File: src/core/ccs_defines.vh
// Constants for the CAN control/status block
`ifndef CCS_DEFINES_VH
`define CCS_DEFINES_VH
// Register map (byte address)
`define CCS_CSR_ADDR 16'h1C00
// Low byte fields
`define CCS_HALT_BIT 0
`define CCS_RSV_BIT 1
`define CCS_NIE_BIT 2
`define CCS_TOE_BIT 7
// High byte fields
`define CCS_NS_LO_BIT 8
`define CCS_NS_HI_BIT 9
`define CCS_NT_BIT 10
`define CCS_RXA_BIT 14
`define CCS_TXA_BIT 15
// Byte lanes
`define CCS_LANE_LO 0
`define CCS_LANE_HI 1
// Node states
`define CCS_NS_ACTIVE 2'h0
`define CCS_NS_WARN 2'h1
`define CCS_NS_PASSIVE 2'h2
`define CCS_NS_BUSOFF 2'h3
// Error counter thresholds
`define CCS_WARN_LIMIT 9'h060
`define CCS_PASSIVE_LIMIT 9'h07F
`define CCS_BUSOFF_LIMIT 9'h0FF
// Recessive sequence figures
`define CCS_SEQ_BITS 11
`define CCS_SEQ_RESTART 8'h01
`define CCS_SEQ_BUSOFF 8'h80
// Reset values
`define CCS_HALT_RST 1'b1
`define CCS_TOE_RST 1'b0
`define CCS_NIE_RST 1'b0
`endif

File: src/core/ccs_control_status.v
// CAN controller control/status register, node state and bus stop logic
//
// Implementation choice: the Avalon-MM interface to the registers.
`timescale 1ns/100ps
`default_nettype none
`include "ccs_defines.vh"

module ccs_control_status #(
  parameter ADDR_W = 16,
  parameter ECNT_W = 9
) (
  input wire core_clk,
  input wire sys_rst,
  input wire [ADDR_W-1:0] avs_address,
  input wire avs_read,
  input wire avs_write,
  input wire [31:0] avs_writedata,
  input wire [3:0] avs_byteenable,
  output reg [31:0] avs_readdata,
  output wire avs_waitrequest,
  input wire rmw_read,
  input wire eng_tx_msg,
  input wire eng_bus_msg,
  input wire eng_err_frame,
  input wire eng_tx_busy,
  input wire eng_store_busy,
  input wire [ECNT_W-1:0] tx_err_cnt,
  input wire [ECNT_W-1:0] rx_err_cnt,
  input wire bit_tick,
  input wire can_rx,
  input wire eng_tx_bit,
  input wire port_out,
  output reg pin_out,
  output reg bus_enable,
  output reg err_cnt_clear,
  output wire node_change_irq
);

  // ****************************************
  // State codes for the bus stop sequencer
  // ****************************************
  localparam ST_RUN = 2'b00;
  localparam ST_PEND = 2'b01;
  localparam ST_HALT = 2'b10;
  localparam ST_RECOV = 2'b11;

  // ****************************************
  // Declarations
  // ****************************************
  reg [1:0] state_reg, state_next, node_state_reg, node_state_next;
  reg halt_reg, busoff_stop_reg, busoff_stop_next, busoff_latch_reg, flag_set;
  reg tx_pin_route_en, node_change_irq_en, node_change_flag, tx_active, rx_active;
  reg rx_meta_reg, rx_sync_reg, ack_reg;
  reg [15:0] csr_view;
  reg [7:0] seq_target;
  wire req, hit_csr, wr_ok, wr_lo, wr_hi, halt_wr1, halt_wr0;
  wire recov_done, busoff_enter, busoff_exit;

  // ****************************************
  // Avalon-MM slave handshake
  // ****************************************

  // One wait cycle per access so read data comes from a flop
  assign req = avs_read | avs_write;
  assign avs_waitrequest = req & ~ack_reg;
  assign hit_csr = (avs_address == `CCS_CSR_ADDR);
  assign wr_ok = avs_write & ack_reg & hit_csr;
  assign wr_lo = wr_ok & avs_byteenable[`CCS_LANE_LO];
  assign wr_hi = wr_ok & avs_byteenable[`CCS_LANE_HI];
  assign halt_wr1 = wr_lo & avs_writedata[`CCS_HALT_BIT];
  assign halt_wr0 = wr_lo & ~avs_writedata[`CCS_HALT_BIT];

  // Ack pulses for one cycle after a request is seen
  always @(posedge core_clk)
  begin
    if (sys_rst)
      ack_reg <= 1'b0;
    else
      ack_reg <= req & ~ack_reg;
  end

  // ****************************************
  // Receive pin synchroniser
  // ****************************************

  // Pin is asynchronous; only the second stage is used
  always @(posedge core_clk)
  begin
    if (sys_rst)
    begin
      rx_meta_reg <= 1'b1;
      rx_sync_reg <= 1'b1;
    end
    else
    begin
      rx_meta_reg <= can_rx;
      rx_sync_reg <= rx_meta_reg;
    end
  end

  // ****************************************
  // Activity status
  // ****************************************

  // Error and overload frames mask both activity bits
  always @*
  begin
    tx_active = eng_tx_msg & ~eng_err_frame;
    rx_active = eng_bus_msg & ~eng_err_frame & ~halt_reg;
    if (halt_reg)
      rx_active = 1'b0;
  end

  // ****************************************
  // Node state
  // ****************************************

  // Bus off holds until recovery ends; the clear pulse masks the stale count
  assign busoff_enter = (tx_err_cnt > `CCS_BUSOFF_LIMIT) & ~busoff_latch_reg & ~err_cnt_clear;
  assign busoff_exit = busoff_latch_reg & recov_done & (state_reg == ST_RECOV);

  always @*
  begin
    if (busoff_latch_reg || busoff_enter)
      node_state_next = `CCS_NS_BUSOFF;
    else if (tx_err_cnt > `CCS_PASSIVE_LIMIT || rx_err_cnt > `CCS_PASSIVE_LIMIT)
      node_state_next = `CCS_NS_PASSIVE;
    else if (tx_err_cnt > `CCS_WARN_LIMIT || rx_err_cnt > `CCS_WARN_LIMIT)
      node_state_next = `CCS_NS_WARN;
    else
      node_state_next = `CCS_NS_ACTIVE;
    if (busoff_exit || err_cnt_clear)
      node_state_next = `CCS_NS_ACTIVE;
  end

  // Counters may lag one cycle after clear; force active at exit
  always @(posedge core_clk)
  begin
    if (sys_rst)
    begin
      node_state_reg <= `CCS_NS_ACTIVE;
      busoff_latch_reg <= 1'b0;
    end
    else
    begin
      node_state_reg <= node_state_next;
      if (busoff_enter)
        busoff_latch_reg <= 1'b1;
      else if (busoff_exit)
        busoff_latch_reg <= 1'b0;
    end
  end

  // Only the four upward steps of the ring raise the flag
  always @*
  begin
    flag_set = 1'b0;
    case ({node_state_reg, node_state_next})
      {`CCS_NS_ACTIVE, `CCS_NS_WARN}: flag_set = 1'b1;
      {`CCS_NS_WARN, `CCS_NS_PASSIVE}: flag_set = 1'b1;
      {`CCS_NS_PASSIVE, `CCS_NS_BUSOFF}: flag_set = 1'b1;
      {`CCS_NS_BUSOFF, `CCS_NS_ACTIVE}: flag_set = 1'b1;
      default: flag_set = 1'b0;
    endcase
  end

  // ****************************************
  // Control bits and change flag
  // ****************************************

  // A set in the same cycle as a clear wins
  always @(posedge core_clk)
  begin
    if (sys_rst)
    begin
      tx_pin_route_en <= `CCS_TOE_RST;
      node_change_irq_en <= `CCS_NIE_RST;
      node_change_flag <= 1'b0;
    end
    else
    begin
      if (wr_lo)
      begin
        tx_pin_route_en <= avs_writedata[`CCS_TOE_BIT];
        node_change_irq_en <= avs_writedata[`CCS_NIE_BIT];
      end
      if (flag_set)
        node_change_flag <= 1'b1;
      else if (wr_hi && !avs_writedata[`CCS_NT_BIT])
        node_change_flag <= 1'b0;
    end
  end

  // Level request, drops as soon as flag or enable clears
  assign node_change_irq = node_change_flag & node_change_irq_en;

  // ****************************************
  // Bus stop sequencer
  // ****************************************

  // Deferral covers transmission and buffer storage only
  always @*
  begin
    state_next = state_reg;
    busoff_stop_next = busoff_stop_reg;
    case (state_reg)
      ST_RUN:
      begin
        if (busoff_enter)
        begin
          state_next = ST_HALT;
          busoff_stop_next = 1'b1;
        end
        else if (halt_wr1)
        begin
          if (eng_tx_busy || eng_store_busy)
            state_next = ST_PEND;
          else
            state_next = ST_HALT;
          busoff_stop_next = 1'b0;
        end
      end
      ST_PEND:
      begin
        if (busoff_enter)
        begin
          state_next = ST_HALT;
          busoff_stop_next = 1'b1;
        end
        else if (!eng_tx_busy && !eng_store_busy)
          state_next = ST_HALT;
      end
      ST_HALT:
      begin
        if (halt_wr0)
          state_next = ST_RECOV;
      end
      ST_RECOV:
      begin
        if (halt_wr1)
          state_next = ST_HALT;
        else if (recov_done)
        begin
          state_next = ST_RUN;
          busoff_stop_next = 1'b0;
        end
      end
      default: state_next = ST_HALT;
    endcase
  end

  // Reset leaves the bus stopped; counters are untouched here
  always @(posedge core_clk)
  begin
    if (sys_rst)
    begin
      state_reg <= ST_HALT;
      busoff_stop_reg <= 1'b0;
      err_cnt_clear <= 1'b0;
    end
    else
    begin
      state_reg <= state_next;
      busoff_stop_reg <= busoff_stop_next;
      err_cnt_clear <= busoff_exit;
    end
  end

  // Stop bit shows 1 in both halted and recovering states
  always @*
  begin
    halt_reg = (state_reg == ST_HALT) || (state_reg == ST_RECOV);
    seq_target = busoff_stop_reg ? `CCS_SEQ_BUSOFF : `CCS_SEQ_RESTART;
  end

  // ****************************************
  // Recessive sequence detector
  // ****************************************
  ccs_recessive_counter #(
    .RUN_BITS(`CCS_SEQ_BITS),
    .CNT_W(8)
  ) u_recessive (
    .core_clk(core_clk),
    .sys_rst(sys_rst),
    .run_en(state_reg == ST_RECOV),
    .bit_tick(bit_tick),
    .rx_level(rx_sync_reg),
    .target(seq_target),
    .done_reg(recov_done)
  );

  // ****************************************
  // Pin routing and engine enable
  // ****************************************

  // Stopped controller drives recessive high on its output when routing is on; with routing off the pin follows the port
  always @(posedge core_clk)
  begin
    if (sys_rst)
    begin
      pin_out <= 1'b1;
      bus_enable <= 1'b0;
    end
    else
    begin
      bus_enable <= ~halt_reg;
      if (!tx_pin_route_en)
        pin_out <= port_out;
      else if (halt_reg)
        pin_out <= 1'b1;
      else
        pin_out <= eng_tx_bit;
    end
  end

  // ****************************************
  // Read data
  // ****************************************

  // Reserved bit 1 has no storage, ignores writes and reads as zero
  always @*
  begin
    csr_view = 16'h0000;
    csr_view[`CCS_TXA_BIT] = tx_active;
    csr_view[`CCS_RXA_BIT] = rx_active;
    csr_view[`CCS_NT_BIT] = node_change_flag | rmw_read;
    csr_view[`CCS_NS_HI_BIT] = node_state_reg[1];
    csr_view[`CCS_NS_LO_BIT] = node_state_reg[0];
    csr_view[`CCS_TOE_BIT] = tx_pin_route_en;
    csr_view[`CCS_NIE_BIT] = node_change_irq_en;
    csr_view[`CCS_HALT_BIT] = halt_reg;
  end

  // Unmapped addresses read zero and ignore writes
  always @(posedge core_clk)
  begin
    if (sys_rst)
      avs_readdata <= 32'h00000000;
    else if (avs_read && !ack_reg)
    begin
      if (hit_csr)
        avs_readdata <= {16'h0000, csr_view};
      else
        avs_readdata <= 32'h00000000;
    end
  end

endmodule // ccs_control_status
`default_nettype wire

File: src/core/ccs_recessive_counter.v
// Counts runs of consecutive recessive bits on the receive input
`timescale 1ns/100ps
`default_nettype none
`include "ccs_defines.vh"

module ccs_recessive_counter #(
  parameter RUN_BITS = `CCS_SEQ_BITS,
  parameter CNT_W = 8
) (
  input wire core_clk,
  input wire sys_rst,
  input wire run_en,
  input wire bit_tick,
  input wire rx_level,
  input wire [CNT_W-1:0] target,
  output reg done_reg
);

  // ****************************************
  // Bit and sequence counters
  // ****************************************
  reg [4:0] bit_cnt_reg;
  reg [CNT_W-1:0] seq_cnt_reg;
  wire run_full;

  assign run_full = (bit_cnt_reg == RUN_BITS[4:0] - 5'h01);

  // A dominant bit restarts the run; counting stops once done
  always @(posedge core_clk)
  begin
    if (sys_rst || !run_en)
    begin
      bit_cnt_reg <= 5'h00;
      seq_cnt_reg <= {CNT_W{1'b0}};
      done_reg <= 1'b0;
    end
    else if (bit_tick && !done_reg)
    begin
      if (!rx_level)
        bit_cnt_reg <= 5'h00;
      else if (run_full)
      begin
        bit_cnt_reg <= 5'h00;
        seq_cnt_reg <= seq_cnt_reg + {{(CNT_W-1){1'b0}}, 1'b1};
        if (seq_cnt_reg + {{(CNT_W-1){1'b0}}, 1'b1} == target)
          done_reg <= 1'b1;
      end
      else
        bit_cnt_reg <= bit_cnt_reg + 5'h01;
    end
  end

endmodule // ccs_recessive_counter
`default_nettype wire

File: config.mk
export PLATFORM = sky130hd
export DESIGN_NAME = ccs_control_status
export DESIGN_NICKNAME = d
export VERILOG_FILES = /design/src/core/ccs_control_status.v /design/src/core/ccs_recessive_counter.v
export VERILOG_INCLUDE_DIRS = /design/src /design/src/core
export SDC_FILE = /design/constraint.sdc
export NUM_CORES = 1
export LEC_CHECK = 0
export BUFFER_PORTS_ARGS = -buffer_cell sky130_fd_sc_hd__buf_2
export CAP_MARGIN = 20
export CORE_ASPECT_RATIO = 0.8
export CORE_MARGIN = 10
export CORE_UTILIZATION = 43
export CTS_CLUSTER_SIZE = 10
export DETAILED_ROUTE_END_ITERATION = 10
export PLACE_DENSITY_LB_ADDON = 0.25
export SKIP_CTS_REPAIR_TIMING = 1
export SKIP_LAST_GASP = 1
export SLEW_MARGIN = 25
export SYNTH_ARGS = -nofsm -noshare
export SYNTH_HDL_FRONTEND = slang
export SYNTH_SLANG_ARGS = --single-unit
File: constraint.sdc
create_clock -name core_clk -period 2.5 [get_ports core_clk]
set_input_delay 0.75 -clock core_clk [delete_from_list [all_inputs] [get_ports core_clk]]
set_output_delay 0.75 -clock core_clk [all_outputs]
set_load 0.005 [all_outputs]
==> results.toml <==
[sta]
rsz0062_at_grt = "no"
fin_crit_sh = 0.818
max_freq_mhz = 489
finalSetupViolCount = 0
hold_viol = 0
hold_ws_ns = 0.413
setup_tns_ns = 0
slew-limit-headroom = 0.624
tightest_slew_ns = 0.563
drv_slew = 0
fin_crit_ns = 2.04
skew_ns = 0.00922

[final_layout]
layout_commonest_cell = "buf_2"
fin_nets = 395
stdcell_area_sq_mm = 0.00237
drive_gt1_frac = 0.278
syn_to_final_growth_pct = 20.2
final_cells = 366
diodes = 0
layout_common_cells = "buf_2 (66), dfxtp_1 (37), conb_1 (24), nor2_1 (23), nand2_1 (23)"

[pwr]
clock_power_share = 0.389
power.share.switching = 0.228
power_frac_seq = 0.521
power_density_mw_per_mm2 = 491
power_frac_comb = 0.090
switchingPower_mw = 0.266
p_leak_nw = 1.01
ir_drop_v = 0.000373
intPower_mw = 0.899

[clocking]
ctsRootBufferMaster = "clkbuf_8"
cts_buffers = 5
insertion_delay_ns = 0.29
cts_sinks = 37
htree_levels = 2
cts_max_path_buffers = 2
path_clk_slew_ns = 0.07
cts_tree = "yes"

[setup_path]
required_ns = 2.69
cp_top_family = "simple AND/OR/NAND/NOR gates"
crit_top_cell = "nor4_1"
critPathMaxFanout = 7
end_kind = "register"
slowest_stage = "nor4_1"
cp_cell_sequence = "buf_2 > nor4_1 > nand4_1 > nor4_1 > a21oi_1 > a311oi_1"
slowest_delay_ns = 0.37
start_kind = "primary input"
arrival_ns = 2.23
path_class = "primary input to register"
worst-path-buf-inv = 1

[route]
vias = 1805
drt-total-wl_mm = 4.87
drtIter0Drc = 69
detail-route-antenna-nets = 0
drc = 0
viasPerCell = 4.93
dr.pass1.iters = 4
wl_per_cell_microns = 13.3

[floorplanning]
rows = 21
die_area_sq_mm = 0.00772
die_width_microns = 95.7
ios = 121
die_height_microns = 80.6
coreArea_sq_mm = 0.00431
initial_core_util = 0.458

[placed_design]
port_buffers = 66
place_inst = 358
place_area_sq_mm = 0.00227
dp_hpwl_mm = 3.90
finalWeightedCongestion = 0.805

[synthesis]
synth_top_area_cell = "dfxtp_1"
synth_warnings = 0
synth_seq_cells = 37
yosysUniqueCellTypes = 48
synth.area.top_cells = "dfxtp_1 (38%), buf_4 (9.1%), nand2_1 (4.4%), nor2_1 (4.4%), a21oi_1 (4.1%)"
async_flop_share = 0
synth-seq-area-share = 0.375
synthFlopType = "dfxtp_1"
yosysTopAreaCellShare = 0.375
syn_area_sq_mm = 0.00197
synth_area_per_cell_sq_um = 8.19
synth_cells = 241
synth_edf_count = 0

[global_routing]
grt_pass1_vias = 1748
overflow = 0
antenna_found_initial = 0
grt_max_degree = 22
track_usage = 0.123
grt_pass1_wl_mm = 7.85

[flow_run]
max_cap_violations = 0

[run_status]
status = "completed"

[worst_hold_path]
hold_path_class = "register to register"
[synthesized netlist by cell type, types with 4 or more instances]
library cell	instances
nor4_1	4
clkbuf_1	4
or3_1	4
xor2_1	9
nand2_1	23
nor3_1	7
xnor2_1	5
buf_4	24
o21ai_0	10
nand4_1	6
nand3_1	12
inv_1	6
and3_1	5
a21oi_1	16
dfxtp_1	37
nor2_1	23
[final timing paths]
check	start	endpoint	slack (ns)	cells after the start
worst max-delay path	avs_address[1]	state_reg[0]	0.46	6
worst min-delay path	rx_meta_reg	rx_sync_reg	0.41	1
worst max register to register	state_reg[1]	node_change_flag	0.80	4
worst min register to register	rx_meta_reg	rx_sync_reg	0.41	1
[stage by stage]
| step | utilization | power [mW] | setup WS, ns |
|---|---|---|---|
| 5_1_grt | 0.551 | 1.22 | 0.335 |
| 4_1_cts | 0.551 | 1.17 | 0.456 |
| 3_5_place_dp | 0.527 | 0.723 | 0.157 |
| 3_3_place_gp | 0.527 | 0.721 | 0.169 |
| 6_report | 0.551 | 1.16 | 0.455 |
| 2_1_floorplan | - | 0.694 | 0.417 |
[layer usage]
layer	routed length [microns]	share of wire	global-route usage
met1	2320	0.48	0.158
met2	2040	0.42	0.191
met3	453	0.093	0.0335
met4	62	0.013	0.0500
met5	0	0	0
[cell families (layout without fill, tap and decap cells)]
| logic type | count (synthesis) | after routing | synth area share |
|---|---|---|---|
| flops | 37 | 37 | 0.375 |
| compound gates | 40 | 40 | 0.127 |
| other cells | 1 | 24 | 0.00190 |
| mux | 1 | 1 | 0.00507 |
| buf+inv | 38 | 83 | 0.119 |
| xor+xnor | 14 | 14 | 0.0621 |
| fa+ha+maj | 3 | 3 | 0.0190 |
| simple gates | 107 | 107 | 0.290 |
[final cells by class]
type                    instances  area (sq um)
multi-input cells             189          1080
flip-flops and latches         37           741
clock inverters                 1          5.00
repair buffers                 69           353
clock buffers                   7          96.3
well taps                      57          71.3
inverters                       6          22.5
fillers                       408          1940
[power by group through the flow]
| stage | logic (mW) | clock network [mW] | registers (mW) |
|---|---|---|---|
| finish | 0.105 | 0.453 | 0.607 |
| global route | 0.119 | 0.491 | 0.608 |
| CTS | 0.104 | 0.464 | 0.606 |
| detailed placement | 0.103 | 0 | 0.620 |
| global placement | 0.101 | 0 | 0.620 |
| floorplan | 0.0765 | 0 | 0.618 |
No activity file was read; power rests on OpenSTA's default activity.
